File: src/rtl/line_alarm_pkg.sv
/*
 line_alarm_pkg: constants, modes and carrier structs for the three-channel
 control and alarm logic. assumes one 10 MHz system clock and that all pin
 inputs, including the per-channel clock levels, arrive synchronous to it.
*/
package line_alarm_pkg;
   localparam int NUM_CH = 3;
   localparam int CLK_MHZ = 10;
   localparam logic [7:0] DRIVE_IDLE_PERIODS = 8'h80;
   // ppm of deviation that trips loss of lock (0.5 %)
   localparam int LOCK_TOL_PPM = 5000;
   // reference clock periods per lock measurement window
   localparam int LOCK_WIN = 1024;
   localparam logic [11:0] LOCK_WIN_CNT = 12'(LOCK_WIN);
   localparam logic [11:0] LOCK_TOL_CNT = 12'((LOCK_WIN * LOCK_TOL_PPM) / 1000000);
   // consecutive zero receive bits declaring loss of signal
   localparam logic [7:0] LOS_ZEROS_E3 = 8'h20;
   localparam logic [7:0] LOS_ZEROS_LO = 8'h64;
   localparam logic [7:0] LOS_ZEROS_HI = 8'hc8;

   typedef enum logic [1:0] {
      LOOP_NONE    = 2'b00,
      LOOP_REMOTE  = 2'b01,
      LOOP_ANALOG  = 2'b10,
      LOOP_DIGITAL = 2'b11
   } loop_mode_t;

   typedef struct packed {
      logic tip;
      logic ring;
   } rail_pair_t;

   typedef struct packed {
      logic pos;
      logic neg;
   } rx_data_t;
endpackage

File: src/rtl/line_channel.sv
/*
 line_channel: one channel's drive monitor, loss-of-signal, loss-of-lock,
 code violation, all-ones and loop-back selection. clock inputs are levels
 sampled on i_clk, so each link clock must run well below 5 MHz here.
*/
`timescale 1ns/100ps
module line_channel
   import line_alarm_pkg::*;
(
   input wire logic i_clk,
   input wire logic i_resetn,
   input wire logic i_host_select,
   input wire logic i_e3_mode,
   input wire logic i_tx_clock,
   input wire logic i_rx_recovered_clock,
   input wire logic i_ref_clock,
   input wire rail_pair_t i_monitor,
   input wire rail_pair_t i_tx_data,
   input wire rx_data_t i_rx_line,
   input wire logic i_tx_all_ones_sel,
   input wire logic i_local_loop_sel,
   input wire logic i_remote_loop_sel,
   input wire logic i_signal_loss_threshold_sel,
   input wire logic i_mute_on_loss_en,
   output rail_pair_t o_tx_line,
   output rx_data_t o_rx_data,
   output loop_mode_t o_loop_mode,
   output logic o_drive_fail_flag,
   output logic o_rx_signal_loss_out,
   output logic o_rx_lock_loss_out,
   output logic o_code_violation_out
);
   logic tx_clk_d_r, rx_clk_d_r, ref_clk_d_r;
   logic tx_rise, rx_rise, ref_rise;
   logic [7:0] idle_cnt_r;
   logic [7:0] zero_cnt_r;
   logic [7:0] los_limit;
   logic [11:0] ref_cnt_r, rec_cnt_r;
   logic last_pol_r, ones_pol_r, mark_seen_r;
   logic hw_mode;
   logic violation;

   assign hw_mode = ~i_host_select;
   assign tx_rise = i_tx_clock & ~tx_clk_d_r;
   assign rx_rise = i_rx_recovered_clock & ~rx_clk_d_r;
   assign ref_rise = i_ref_clock & ~ref_clk_d_r;

   always_ff @(posedge i_clk or negedge i_resetn) begin
      if (!i_resetn) begin
         tx_clk_d_r <= 1'b0;
         rx_clk_d_r <= 1'b0;
         ref_clk_d_r <= 1'b0;
      end else begin
         tx_clk_d_r <= i_tx_clock;
         rx_clk_d_r <= i_rx_recovered_clock;
         ref_clk_d_r <= i_ref_clock;
      end
   end

   // drive monitor: counts tx clock periods with no pulse on either monitor rail
   always_ff @(posedge i_clk or negedge i_resetn) begin
      if (!i_resetn) begin
         idle_cnt_r <= 8'h00;
         o_drive_fail_flag <= 1'b0;
      end else if (i_monitor.tip | i_monitor.ring) begin
         idle_cnt_r <= 8'h00;
         o_drive_fail_flag <= 1'b0;
      end else if (tx_rise) begin
         if (idle_cnt_r == DRIVE_IDLE_PERIODS - 8'h01) begin
            o_drive_fail_flag <= 1'b1;
         end else begin
            idle_cnt_r <= idle_cnt_r + 8'h01;
         end
      end
   end

   // loss of signal: run of zero receive bits, length set by mode and threshold
   always_comb begin
      if (i_e3_mode) begin
         los_limit = LOS_ZEROS_E3;
      end else if (i_signal_loss_threshold_sel) begin
         los_limit = LOS_ZEROS_HI;
      end else begin
         los_limit = LOS_ZEROS_LO;
      end
   end

   always_ff @(posedge i_clk or negedge i_resetn) begin
      if (!i_resetn) begin
         zero_cnt_r <= 8'h00;
         o_rx_signal_loss_out <= 1'b0;
      end else if (rx_rise) begin
         if (i_rx_line.pos | i_rx_line.neg) begin
            zero_cnt_r <= 8'h00;
            o_rx_signal_loss_out <= 1'b0;
         end else if (zero_cnt_r >= los_limit - 8'h01) begin
            o_rx_signal_loss_out <= 1'b1;
         end else begin
            zero_cnt_r <= zero_cnt_r + 8'h01;
         end
      end
   end

   // loss of lock: count recovered edges over a fixed reference window
   always_ff @(posedge i_clk or negedge i_resetn) begin
      if (!i_resetn) begin
         ref_cnt_r <= 12'h000;
         rec_cnt_r <= 12'h000;
         o_rx_lock_loss_out <= 1'b0;
      end else if (ref_rise && ref_cnt_r == LOCK_WIN_CNT - 12'h001) begin
         ref_cnt_r <= 12'h000;
         rec_cnt_r <= 12'h000;
         o_rx_lock_loss_out <= (rec_cnt_r > LOCK_WIN_CNT + LOCK_TOL_CNT) ||
                               (rec_cnt_r < LOCK_WIN_CNT - LOCK_TOL_CNT);
      end else begin
         if (ref_rise) begin
            ref_cnt_r <= ref_cnt_r + 12'h001;
         end
         if (rx_rise && rec_cnt_r != '1) begin
            rec_cnt_r <= rec_cnt_r + 12'h001;
         end
      end
   end

   // bipolar violation: two marks of the same polarity in a row
   // first mark after reset has no known predecessor, so it is never flagged
   assign violation = mark_seen_r &
                      ((i_rx_line.pos & last_pol_r) | (i_rx_line.neg & ~last_pol_r));

   always_ff @(posedge i_clk or negedge i_resetn) begin
      if (!i_resetn) begin
         last_pol_r <= 1'b0;
         mark_seen_r <= 1'b0;
         o_code_violation_out <= 1'b0;
      end else if (rx_rise) begin
         o_code_violation_out <= violation & ~(i_rx_line.pos & i_rx_line.neg);
         if (i_rx_line.pos ^ i_rx_line.neg) begin
            last_pol_r <= i_rx_line.pos;
            mark_seen_r <= 1'b1;
         end
      end
   end

   // recovered data, muted in hardware mode while loss of signal is declared
   always_ff @(posedge i_clk or negedge i_resetn) begin
      if (!i_resetn) begin
         o_rx_data <= '0;
      end else if (hw_mode && i_mute_on_loss_en && o_rx_signal_loss_out) begin
         o_rx_data <= '0;
      end else if (rx_rise) begin
         o_rx_data <= i_rx_line;
      end
   end

   // transmit: all-ones alternates polarity once per tx clock period
   always_ff @(posedge i_clk or negedge i_resetn) begin
      if (!i_resetn) begin
         ones_pol_r <= 1'b0;
         o_tx_line <= '0;
      end else if (tx_rise) begin
         if (hw_mode && i_tx_all_ones_sel) begin
            ones_pol_r <= ~ones_pol_r;
            o_tx_line.tip <= ~ones_pol_r;
            o_tx_line.ring <= ones_pol_r;
         end else begin
            o_tx_line <= i_tx_data;
         end
      end
   end

   // loop-back selection is ignored in host mode
   always_ff @(posedge i_clk or negedge i_resetn) begin
      if (!i_resetn) begin
         o_loop_mode <= LOOP_NONE;
      end else if (!hw_mode) begin
         o_loop_mode <= LOOP_NONE;
      end else begin
         case ({i_local_loop_sel, i_remote_loop_sel})
            2'b10: o_loop_mode <= LOOP_ANALOG;
            2'b11: o_loop_mode <= LOOP_DIGITAL;
            2'b01: o_loop_mode <= LOOP_REMOTE;
            default: o_loop_mode <= LOOP_NONE;
         endcase
      end
   end
endmodule // line_channel

File: src/rtl/line_alarm_loopback_control.sv
/*
 line_alarm_loopback_control: three channels of control and alarm pin logic
 with the global mute, host select and in-circuit-test controls. assumes the
 pad ring resolves each output from its enable; enables are high to drive.
*/
`timescale 1ns/100ps
module line_alarm_loopback_control
   import line_alarm_pkg::*;
(
   input wire logic i_clk,
   input wire logic i_resetn,
   input wire logic i_host_select,
   input wire logic i_incircuit_test_n,
   input wire logic i_mute_on_loss_en,
   input wire logic [NUM_CH-1:0] i_e3_mode,
   input wire logic [NUM_CH-1:0] i_tx_clock,
   input wire logic [NUM_CH-1:0] i_rx_recovered_clock,
   input wire logic [NUM_CH-1:0] i_ref_clock,
   input wire logic [NUM_CH-1:0] i_monitor_tip_in,
   input wire logic [NUM_CH-1:0] i_monitor_ring_in,
   input wire rail_pair_t [NUM_CH-1:0] i_tx_data,
   input wire rx_data_t [NUM_CH-1:0] i_rx_line,
   input wire logic [NUM_CH-1:0] i_tx_all_ones_sel,
   input wire logic [NUM_CH-1:0] i_local_loop_sel,
   input wire logic [NUM_CH-1:0] i_remote_loop_sel,
   input wire logic [NUM_CH-1:0] i_signal_loss_threshold_sel,
   output rail_pair_t [NUM_CH-1:0] o_tx_line,
   output rx_data_t [NUM_CH-1:0] o_rx_data,
   output loop_mode_t [NUM_CH-1:0] o_loop_mode,
   output logic [NUM_CH-1:0] o_drive_fail_flag,
   output logic [NUM_CH-1:0] o_rx_signal_loss_out,
   output logic [NUM_CH-1:0] o_rx_lock_loss_out,
   output logic [NUM_CH-1:0] o_code_violation_out,
   output logic o_output_en
);
   // a single enable: every output pad floats together for board test
   assign o_output_en = i_incircuit_test_n;

   for (genvar ch = 0; ch < NUM_CH; ch++) begin : g_ch
      rail_pair_t mon;
      assign mon.tip = i_monitor_tip_in[ch];
      assign mon.ring = i_monitor_ring_in[ch];
      line_channel u_ch (
         .i_clk(i_clk),
         .i_resetn(i_resetn),
         .i_host_select(i_host_select),
         .i_e3_mode(i_e3_mode[ch]),
         .i_tx_clock(i_tx_clock[ch]),
         .i_rx_recovered_clock(i_rx_recovered_clock[ch]),
         .i_ref_clock(i_ref_clock[ch]),
         .i_monitor(mon),
         .i_tx_data(i_tx_data[ch]),
         .i_rx_line(i_rx_line[ch]),
         .i_tx_all_ones_sel(i_tx_all_ones_sel[ch]),
         .i_local_loop_sel(i_local_loop_sel[ch]),
         .i_remote_loop_sel(i_remote_loop_sel[ch]),
         .i_signal_loss_threshold_sel(i_signal_loss_threshold_sel[ch]),
         .i_mute_on_loss_en(i_mute_on_loss_en),
         .o_tx_line(o_tx_line[ch]),
         .o_rx_data(o_rx_data[ch]),
         .o_loop_mode(o_loop_mode[ch]),
         .o_drive_fail_flag(o_drive_fail_flag[ch]),
         .o_rx_signal_loss_out(o_rx_signal_loss_out[ch]),
         .o_rx_lock_loss_out(o_rx_lock_loss_out[ch]),
         .o_code_violation_out(o_code_violation_out[ch])
      );
   end
endmodule // line_alarm_loopback_control

File: config.mk
export PLATFORM = sky130hd
export DESIGN_NAME = line_alarm_loopback_control
export DESIGN_NICKNAME = d
export VERILOG_FILES = /design/src/rtl/line_alarm_pkg.sv /design/src/rtl/line_channel.sv /design/src/rtl/line_alarm_loopback_control.sv
export SDC_FILE = /design/constraint.sdc
export NUM_CORES = 1
export LEC_CHECK = 0
export CORE_ASPECT_RATIO = 1.25
export CORE_MARGIN = 3
export CORE_UTILIZATION = 40
export CTS_CLUSTER_SIZE = 30
export DETAILED_ROUTE_END_ITERATION = 8
export DONT_BUFFER_PORTS = 1
export GPL_TIMING_DRIVEN = 0
export PLACE_DENSITY = 0.63
export SKIP_CTS_REPAIR_TIMING = 1
export SYNTH_ARGS = -nofsm -noshare
export SYNTH_HDL_FRONTEND = slang
export SYNTH_SLANG_ARGS = --single-unit
File: constraint.sdc
create_clock -name i_clk -period 4.6 [get_ports i_clk]
set_input_delay 0.46 -clock i_clk [delete_from_list [all_inputs] [get_ports i_clk]]
set_output_delay 0.46 -clock i_clk [all_outputs]
set_load 0.03 [all_outputs]
Yosys cells after proc, flatten, opt, wreduce, memory -nomap -nowiden
Index checks and enable logic that the tools add are counted.
Word-level totals
  flip-flop bits (word level): 168
  input port bits: 47
  output and inout port bits: 31
  logic and storage cells: 275
Operators by class
  add/sub/neg operators: 15
  magnitude comparators: 9
  equality and inequality tests: 24
  mux-type cells: 63
  bitwise gates (word level): 55
  reductions and logical operators: 52
Operator list (number)
  $mux 8: 21
  $mux 12: 12
  $add 12x1->12 const B: 6
  $add 8x1->8 const B: 6
  $eq 12x10->1 const B: 3
  $gt 12x11->1 const B: 3
  $lt 12x10->1 const B: 3
  $ne 12x12->1 const B: 3
  $reduce_and 2->1: 18
  $reduce_bool 2->1: 18
  $and 1x1->1: 24
  $eq 8x7->1 const B: 3
  $ge 8x8->1: 3
  $mux 2: 12
  $sub 8x1->8 const B: 3
  $not 1->1: 19
  $pmux 2 s3: 3
  $mux 1: 15
  $logic_and 1x1->1: 13
  $eq 2x2->1 const B: 6
  $ne 2x1->1 const B: 6
  $or 1x1->1: 9
  $eq 2x1->1 const B: 3
  $logic_or 1x1->1: 3
  $xor 1x1->1: 3

Longest topological paths before layout
Gate-level depths: netlist of the first run.
  depth in word-level cells: 6
  mapped depth: 9
  depth with buffers taken out: 8

By module
Synthesis of the first run repeated with hierarchy kept, for this count alone.
Second synthesis, totals
  cells, all modules: 904
  area, all modules: 8735.9 µm²
By module, submodules not included
  line_channel (g_ch[0].u_ch ...): instances 2, cells each 301, area each 2911.5 µm², seq. area each 1401.3 µm²
  line_channel (g_ch[2].u_ch): instances 1, cells each 301, area each 2905.3 µm², seq. area each 1401.3 µm²
  line_alarm_loopback_control: instances 1, cells each 1, area each 7.5 µm², seq. area each 0.0 µm²

Least setup slack after synthesis of the first run
No wires, ideal clock.
  path type: input to register
  start: in i_e3_mode[0]
  end: reg g_ch[0].u_ch.zero_cnt_r[7]
  setup time: 121 ps
  arrival: 2094 ps
  data required time: 4479 ps
  setup slack: 2385 ps
  cell stages on the path: 8
  path buffers: 0
  path through: nor2_1 > inv_1 > ha_1 > and4_1 > a2111o_1 > nor4b_2 > xor2_1 > a22o_1
Between the ends
  cells in the longest elaborated chain, start to end: 5
RTL lines
  start, declared: line line_alarm_loopback_control.sv:15  | input wire logic [NUM_CH-1:0] i_e3_mode,
  $mux 8: line line_channel.sv:79  | if (i_e3_mode) begin
  $sub 8x1->8: line line_channel.sv:96  | end else if (zero_cnt_r >= los_limit - 8'h01) begin
  $ge 8x8->1: line line_channel.sv:96
  $ne 2x1->1 (no source line)
  $reduce_and 2->1 (no source line)
  end signal, assigned: line line_channel.sv:99  | zero_cnt_r <= zero_cnt_r + 8'h01;
  end, declared: line line_channel.sv:36  | logic [7:0] zero_cnt_r;
Every way passes these cells.
A chain may end at the register's enable or synchronous reset.

Final worst setup path of the first run
  start: reg g_ch[1].u_ch.zero_cnt_r[3]
  end: reg g_ch[1].u_ch.zero_cnt_r[0]
Between the ends
  cells in the longest elaborated chain, start to end: 3
RTL lines (line)
  start, declared: line_channel.sv:36
  start signal, assigned: line_channel.sv:99
  $ge 8x8->1: line_channel.sv:96
  $ne 2x1->1 (no source line)
  $reduce_and 2->1 (no source line)
Every way passes these cells.

==> results of run 1 <==
[worst paths after layout]
| check | startpoint | to | slack (ns) |
|---|---|---|---|
| worst max-delay path | g_ch[1].u_ch.zero_cnt_r[3] | g_ch[1].u_ch.zero_cnt_r[0] | 2.36 |
| worst min-delay path | i_tx_clock[0] | g_ch[0].u_ch.tx_clk_d_r | 0.05 |
| worst max register to register | g_ch[1].u_ch.zero_cnt_r[3] | g_ch[1].u_ch.zero_cnt_r[0] | 2.36 |
| worst min register to register | g_ch[2].u_ch.mark_seen_r | g_ch[2].u_ch.mark_seen_r | 0.44 |
| max in group asynchronous | i_resetn | g_ch[2].u_ch.ref_cnt_r[11] | 3.95 |
| min in group asynchronous | i_resetn | g_ch[1].u_ch.rec_cnt_r[3] | 0.07 |
[power breakdown]
part           total [W]  switching (W)  internal (W)
combinational   0.000609       0.000338      0.000271
clock            0.00137       0.000602      0.000772
sequential       0.00197       0.000277       0.00169
total            0.00395        0.00122       0.00273
[cells in the final DEF (no fill, tap or decap), types with 3 or more instances in the layout]
cell type  Yosys  layout
inv_1         42      42
nor3_1        21      21
nor4b_1        3       3
a31oi_1        5       5
clkbuf_1      11      12
nor2b_1       15      15
buf_2          6       6
clkbuf_16      0      17
nand2b_1      16      16
or4_1          8       8
o211ai_1       8       8
clkinv_4       0       4
mux2i_1       25      25
clkinv_2       0       3
a21o_1         4       4
dfrtp_1      168     168
o21ai_1        3       3
and2_1         4       4
o31ai_1        3       3
or2_2          5       5
nand4_1       21      21
nor4_1        17      17
a22o_1         4       4
and3_1         8       8
xnor2_1       54      54
a2111o_1       3       3
o41ai_1        4       4
a21oi_1       35      35
xor2_1        21      21
nor2_1       105     105
ha_1          42      42
or3_1         12      12
nand3_1       48      48
nand2_1       88      88
and4_1        10      10
buf_4         15      15
o21ai_0       31      31
[cells by family (layout without fill, tap and decap cells)]
logic type / count (synthesis) / count (layout) / synth area share [%]
muxes: 26 / 26 / 2.99
and+or+nand+nor: 394 / 394 / 22.7
DFF: 168 / 168 / 48.0
AOI/OAI and AO/OA: 116 / 116 / 8.84
buffers and inverters: 75 / 106 / 3.94
xor gates and xnor gates: 75 / 75 / 7.50
adders and majority gates: 42 / 42 / 6.00
[stage by stage]
step / hold slack [ns] / area (µm²)
after CTS: -0.296 / 9660
after floorplan: 0.164 / 8760
after global placement: 0.170 / 9100
after global routing: 0.0213 / 9680
after detailed placement: 0.170 / 9100
final: 0.0528 / 9680
[flip-flops by register name (all words and copies together), names as in the netlist]
register and cells:
g_ch.u_ch.rx_clk_d_r 3, g_ch.u_ch.o_rx_signal_loss_out 3, g_ch.u_ch.o_tx_line 6, g_ch.u_ch.last_pol_r 3, g_ch.u_ch.zero_cnt_r 24, g_ch.u_ch.ones_pol_r 3, g_ch.u_ch.mark_seen_r 3, g_ch.u_ch.ref_clk_d_r 3
g_ch.u_ch.o_rx_data 6, g_ch.u_ch.idle_cnt_r 24, g_ch.u_ch.tx_clk_d_r 3, g_ch.u_ch.o_rx_lock_loss_out 3, g_ch.u_ch.ref_cnt_r 36, g_ch.u_ch.rec_cnt_r 36, g_ch.u_ch.o_loop_mode 6, g_ch.u_ch.o_drive_fail_flag 3
g_ch.u_ch.o_code_violation_out 3
[per-layer routing]
layer	share of wire, %	global-route usage (%)	vias to the layer above
met2	49	25.5	90
met5	0	0	-
li1	-	-	3164
met3	4.2	3.92	21
met1	46	18.4	2958
met4	1.2	4.38	0
[area by class of cell]
| cell class | instances | share of cell area [%] |
|---|---|---|
| buffer | 33 | 1.94 |
| clock buffer | 20 | 4.72 |
| clock inverter | 10 | 1.02 |
| inverter | 42 | 1.63 |
| multi-input combinational | 653 | 43.5 |
| sequential | 168 | 43.4 |
| tap | 274 | 3.54 |
| timing repair buffer | 1 | 0.284 |
==> out/metrics.cfg, run 1 <==
[floorplan]
rows=59
start_util_pct=41.3
ios=78
fp.dieW_um=138
die-area_um2=23700
die_y_um=171
core_um2=21200

[yosys]
synth.area.top_cells=dfrtp_1 48%, ha_1 6.0%, xnor2_1 5.4%
synth.distinct_cells=60
syn_inst=896
synth_edf_count=0
yosysMostFrequentCell=dfrtp_1
ys_warn_count=0
synth_area_um2=8760
ys_seq_elements=168
avgSynthCellArea_um2=9.77
synth_top_area_share_pct=48.0
synth_common_cells=168 x dfrtp_1, 105 x nor2_1, 88 x nand2_1
async_reset_ff_share_pct=100
synth.net_count=985
ys_seq_area_share_pct=48.0
synth_flop_cell=dfrtp_1
synth_top_area_cell=dfrtp_1

[worst_setup_path]
critPathBufInv=1
critical_path_required_ns=4.90
critPathCaptureType=register
crit_path_cell_trace=ha_1, a21oi_1, a21oi_1, or3_1, clkbuf_1, and3_1, a211o_1
cp_common_cell=a21oi_1
cp_top_family=simple AND/OR/NAND/NOR gates
r2r_cells=7
worst_setup_path_start_kind=register
arrival_ns=2.54
worstSetupPathType=reg -> reg
critPathMaxFanout=10
slowest_stage=dfrtp_1
slowest_delay_ns=0.45
critical_path_depth=7

[finish]
antenna_cells=0
synthToLayoutAreaGrowth_pct=10.6
nets=1005
seq_area_um2=4200
drive_gt1_share_pct=7.23
layoutNonFillerInstCount=1201
n_fill_cell=2054
multi_input_area_um2=4210
fin_util_pct=45.7

[power]
power_w=0.00395
peakVddDrop_uv=280
p_per_area_nw_per_um2=408
p_leak_nw=4.30

[sta]
rsz0062_at_grt=false
fin_setup_tns_ns=0
finalSetupViolations=0
fmax_ghz=0.447
fin_crit_sh_pct=48.7
worstMarginPinSlew_ns=0.856
finalHoldViolCount=0
fin_ws_ns=2.36
slew_violations=0
fin_crit_ns=2.24
maxSlewHeadroom_pct=42.8
finClkSkew_ns=0.0149

[clock_tree]
cts_root_buffer=clkbuf_16
htree_levels=4
cts_tree=built
clockBufferDepth=2
clock_latency_ns=0.43
path_clk_slew_ns=0.07
numCtsBuffers=17
cts_sinks=168

[global_route]
overflow=0
antenna_found_initial=0
grt_max_degree=169
grt_first_pass_wirelength_um=29400
grt_pass1_vias=6211
gr-usage-all-layers_pct=14.8

[drt]
initialDrtViolationCount=310
route.detailed.drc=0
dr.pass1.iters=4
wl_per_cell_um=13.9
routed_via_density=5.19
route.vias.total=6233
ant_nets=0
drt-total-wl_um=16700

[place]
portBuffers=0
gp_congestion=0.804
hpwl_um=11300
post-place-cells=1170
place_ws_ns=2.25

[hold_path]
min_path_cells=0
hold_path_class=in -> reg

[job]
maxCapViolations=0

[status]
status=finished clean

(Power assumes the default switching activity.)
==> inputs of run 2 (changes only) <==
==> constraint.sdc (replaced) <==
create_clock -name i_clk -period 2.1 [get_ports i_clk]
set_input_delay 0.21 -clock i_clk [delete_from_list [all_inputs] [get_ports i_clk]]
set_output_delay 0.21 -clock i_clk [all_outputs]
set_load 0.03 [all_outputs]
==> out/metrics.cfg, run 2 (synthesis results as in run 1) <==
[status]
status=finished, violations left
violations=hold timing

[finish]
drive_gt1_share_pct=10.4
seq_area_um2=4210
reg_top3=g_ch.u_ch.rec_cnt_r: 36 flops, g_ch.u_ch.ref_cnt_r: 36 flops
layout_commonest_cell=dfrtp_1
antenna_cells=0
n_fill_cell=2002
nets=1040
synthToLayoutAreaGrowth_pct=15.6
final_cell_mix=164 x dfrtp_1, 105 x nor2_1, 88 x nand2_1, 54 x xnor2_1, 48 x nand3_1
multi_input_area_um2=4310

[power]
peakVddDrop_uv=617
p_leak_nw=4.47
p_per_area_nw_per_um2=861

[clock_tree]
htree_levels=4
path_clk_slew_ns=0.07
cts_tree=built
clock_latency_ns=0.43
numCtsBuffers=17
cts_sinks=168
clockBufferDepth=2
cts_root_buffer=clkbuf_16

[sta]
slew_violations=0
finalHoldViolCount=171
finalSetupViolations=0
fmax_ghz=0.496
fin_crit_sh_pct=96.0
whs_ns=-0.522
finClkSkew_ns=0.0149
fin_crit_ns=2.02
maxSlewHeadroom_pct=41.4
fin_setup_tns_ns=0
worstMarginPinSlew_ns=0.877

[hold_path]
hold_path_class=in -> async

[place]
hpwl_um=11300
gp_congestion=0.804
portBuffers=0

[global_route]
overflow=0
grt_first_pass_wirelength_um=29400
gr-usage-all-layers_pct=14.8
grt_pass1_vias=6211
grt_max_degree=169
antenna_found_initial=0

[drt]
route.vias.total=6416
drt-total-wl_um=17300
dr.pass1.iters=4
ant_nets=0
route.detailed.drc=0
initialDrtViolationCount=312
routed_via_density=5.19
wl_per_cell_um=14.0

[worst_setup_path]
worstSetupPathType=reg -> reg
critical_path_required_ns=2.42
timing.rr.start=g_ch[0].u_ch.zero_cnt_r[6]
rr_endpoint=g_ch[0].u_ch.zero_cnt_r[7]
critPathMaxFanout=6
ff2ff_setup_slack_ns=0.08
r2r_cells=6
worst_setup_path_start_kind=register
arrival_ns=2.33
critPathCaptureType=register

[floorplan]
start_util_pct=41.3
core_um2=21200
ios=78
fp.dieW_um=138
rows=59
die_y_um=171
die-area_um2=23700

[job]
maxCapViolations=0

run 2: cell types whose count changed in the layout (fill, tap and decap cells not counted), sizes merged:
cell / delta
buf: +14
dlygate4sd3: +22
clkbuf: -1
run 2: worst max-delay path by stage:
stage	startpoint	to	slack, ns	cells past startpoint
after floorplan	g_ch[0].u_ch.zero_cnt_r[7]	g_ch[0].u_ch.zero_cnt_r[7]	0.08	6
after global placement	g_ch[1].u_ch.zero_cnt_r[3]	g_ch[1].u_ch.zero_cnt_r[0]	-0.12	7
after detailed placement	g_ch[1].u_ch.zero_cnt_r[3]	g_ch[1].u_ch.zero_cnt_r[0]	-0.14	7
after CTS	g_ch[1].u_ch.zero_cnt_r[3]	g_ch[1].u_ch.zero_cnt_r[0]	-0.16	7
after global routing	g_ch[2].u_ch.zero_cnt_r[7]	g_ch[2].u_ch.zero_cnt_r[3]	-0.01	7
final	g_ch[0].u_ch.zero_cnt_r[6]	g_ch[0].u_ch.zero_cnt_r[7]	0.08	6
run 2: cell type report:
type / instances / area share [%]
Multi-Input combinational cell: 653 / 42.6
Sequential cell: 168 / 41.6
Clock buffer: 20 / 4.51
Timing Repair Buffer: 36 / 3.46
Tap cell: 274 / 3.39
Buffer: 33 / 1.99
Inverter: 42 / 1.56
Clock inverter: 10 / 0.976
run 2: worst max-delay path, cell delays in order (launching register included):
cell      delay [ns]
dfrtp_2         0.45
ha_4            0.23
a21o_1          0.16
a2111o_1        0.51
nor4b_2         0.27
xor2_1          0.10
a22o_1          0.18
run 2: stage by stage:
stage	area (µm²)	total power, W	cells	utilization, %	setup WS [ns]
floorplan	8760	0.00532	896	-	0.0791
global placement	9100	0.00561	1170	43.0	-0.124
detailed placement	9100	0.00563	1170	43.0	-0.144
CTS	9660	0.00871	1200	45.6	-0.161
global route	10100	0.00926	1236	47.8	-0.0105
finish	10100	0.00871	1236	47.8	0.0844
run 2: layer usage:
metal | vias up | GRT usage [%] | part of all wire (%)
met2 | 104 | 25.5 | 49
met1 | 3064 | 18.4 | 46
met5 | - | 0 | 0
li1 | 3227 | - | -
met4 | 0 | 4.38 | 1.2
met3 | 21 | 3.92 | 4.1
run 2: report_power, final:
part	internal [W]	total, W	switching [W]
Combinational	0.000675	0.00139	0.000718
Clock	0.00169	0.00301	0.00132
Sequential	0.00370	0.00431	0.000610
Total	0.00607	0.00871	0.00265
==> inputs of run 3 (changes only) <==
--- a/config.mk
+++ b/config.mk
@@ -12,8 +12,9 @@
 export DETAILED_ROUTE_END_ITERATION = 8
 export DONT_BUFFER_PORTS = 1
 export GPL_TIMING_DRIVEN = 0
-export PLACE_DENSITY = 0.63
+export PLACE_DENSITY = 0.57
 export SKIP_CTS_REPAIR_TIMING = 1
 export SYNTH_ARGS = -nofsm -noshare
 export SYNTH_HDL_FRONTEND = slang
+export SYNTH_HIERARCHICAL = 1
 export SYNTH_SLANG_ARGS = --single-unit
==> out/metrics.cfg, run 3 <==
[clock_tree]
htree_levels=4
clock_latency_ns=0.42
numCtsBuffers=17
cts_tree=built
clockBufferDepth=2
cts_sinks=168
path_clk_slew_ns=0.07
cts_root_buffer=clkbuf_16

[yosys]
yosysMostFrequentCell=dfrtp_1
ys_warn_count=6
ys_seq_elements=168
ys_seq_area_share_pct=48.1
synth.net_count=993
syn_inst=904
synth.distinct_cells=51
avgSynthCellArea_um2=9.66
synth_top_area_share_pct=48.1
synth_top_area_cell=dfrtp_1
synth_area_um2=8740
async_reset_ff_share_pct=100
synth_flop_cell=dfrtp_1
synth_common_cells=168 x dfrtp_1, 105 x nor2_1, 93 x nand2_1
synth.area.top_cells=dfrtp_1 48%, ha_1 6.0%, nor2_1 4.5%
synth_edf_count=0

[place]
hpwl_um=11900
post-place-cells=1178
gp_congestion=0.823
portBuffers=0
place_ws_ns=0.00712

[sta]
finClkSkew_ns=0.00972
whs_ns=-0.518
fin_crit_sh_pct=93.4
finalHoldViolCount=168
worstMarginPinSlew_ns=0.550
finalSetupViolations=0
maxSlewHeadroom_pct=63.1
fin_crit_ns=1.96
fmax_ghz=0.510
fin_ws_ns=0.139
slew_violations=0
rsz0062_at_grt=false

[finish]
antenna_cells=0
drive_gt1_share_pct=7.46
nets=1041
layout_commonest_cell=dfrtp_1
reg_top3=g_ch.u_ch/rec_cnt_r: 36 flops, g_ch.u_ch/ref_cnt_r: 36 flops
layoutNonFillerInstCount=1239
synthToLayoutAreaGrowth_pct=14.7
final_cell_mix=168 x dfrtp_1, 104 x nor2_1, 93 x nand2_1, 56 x nand3_1, 42 x xnor2_1

[floorplan]
ios=78
core_um2=21100
rows=59
die_y_um=171
fp.dieW_um=138
die-area_um2=23700
start_util_pct=41.4

[global_route]
grt_pass1_vias=6461
antenna_found_initial=0
grt_max_degree=169
grt_first_pass_wirelength_um=30700
gr-usage-all-layers_pct=15.4
overflow=0

[power]
peakVddDrop_uv=581
power_w=0.00894
p_per_area_nw_per_um2=892
p_leak_nw=4.54

[worst_setup_path]
cp-startpoint=g_ch[0].u_ch/zero_cnt_r[7]
critPathCaptureType=register
timing.rr.start=g_ch[0].u_ch/zero_cnt_r[7]
rr_endpoint=g_ch[0].u_ch/zero_cnt_r[5]
ff2ff_setup_slack_ns=0.14
arrival_ns=2.31
r2r_cells=7
critical_path_required_ns=2.45
critPathMaxFanout=9
cp-endpoint=g_ch[0].u_ch/zero_cnt_r[5]
worstSetupPathType=reg -> reg
worst_setup_path_start_kind=register

[drt]
wl_per_cell_um=14.4
route.detailed.drc=0
ant_nets=0
initialDrtViolationCount=400
routed_via_density=5.33
dr.pass1.iters=4
drt-total-wl_um=17800
route.vias.total=6610

[job]
maxCapViolations=0

[status]
violations=hold timing
status=finished, violations left

[hold_path]
hold_path_class=in -> async

## run 3: changes by cell type in the layout (fill, tap and decap cells not counted), moves of 10 or more
cell     change
and3_1      +20
buf_4       -26
inv_1       -12
mux2i_1     -10
nor3_1      +15
xnor2_1     -12
## run 3: worst max-delay path, stage by stage, from the launching register on
cell and delay, ns:
dfrtp_1 0.41, ha_1 0.36, a21oi_2 0.16, nand3_2 0.11, or2_1 0.24, buf_6 0.14, or3_1 0.34, a21oi_1 0.14
## run 3: through the flow
step	utilization [%]	cell area, µm²	TNS, ns
2_1_floorplan	-	8740	0
3_3_place_gp	43.0	9080	0
3_5_place_dp	43.0	9080	0
4_1_cts	46.0	9720	-0.0101
5_1_grt	47.5	10000	0
6_report	47.5	10000	0
## run 3: cell type report
class	instances	area, µm²
Buffer	33	171
Sequential cell	168	4200
Inverter	30	113
Multi-Input combinational cell	673	4270
Tap cell	274	343
Fill cell	2026	11100
Clock buffer	17	425
Timing Repair Buffer	29	285
Clock inverter	15	211
## run 3: cell families after synthesis
group | after synthesis | synth area share [%]
AND/OR/NAND/NOR | 434 | 25.5
adder cells (fa/ha/maj) | 42 | 6.02
buffers and inverters | 63 | 3.22
XOR/XNOR | 72 | 7.22
multiplexers | 15 | 1.72
AO/OA/AOI/OAI | 110 | 8.22
flip-flops | 168 | 48.1
## run 3: metal layers
layer | vias to the layer above | routed length [µm] | GRT usage [%]
met1 | 3209 | 8270 | 19.6
met2 | 112 | 8590 | 25.8
li1 | 3271 | - | -
met4 | 0 | 276 | 5.07
met3 | 18 | 679 | 3.92
met5 | - | 0 | 0
## run 3: power by group
group          total, W  internal (W)  switching (W)
Sequential      0.00437       0.00369       0.000682
Combinational   0.00115      0.000555       0.000598
Clock           0.00341       0.00202        0.00139
Total           0.00894       0.00627        0.00267
## run 3: worst min-delay path by stage
stage                     cells after the start  slack (ns)                    endpoint     start
after global placement                        0       -0.08  g_ch[2].u_ch/idle_cnt_r[7]  i_resetn
after detailed placement                      0       -0.08  g_ch[2].u_ch/idle_cnt_r[7]  i_resetn
after floorplan                               0       -0.09  g_ch[0].u_ch/idle_cnt_r[0]  i_resetn
final                                         0       -0.52  g_ch[2].u_ch/idle_cnt_r[7]  i_resetn
after global routing                          0       -0.56    g_ch[2].u_ch/ref_clk_d_r  i_resetn
after CTS                                     0       -0.55   g_ch[2].u_ch/rec_cnt_r[7]  i_resetn
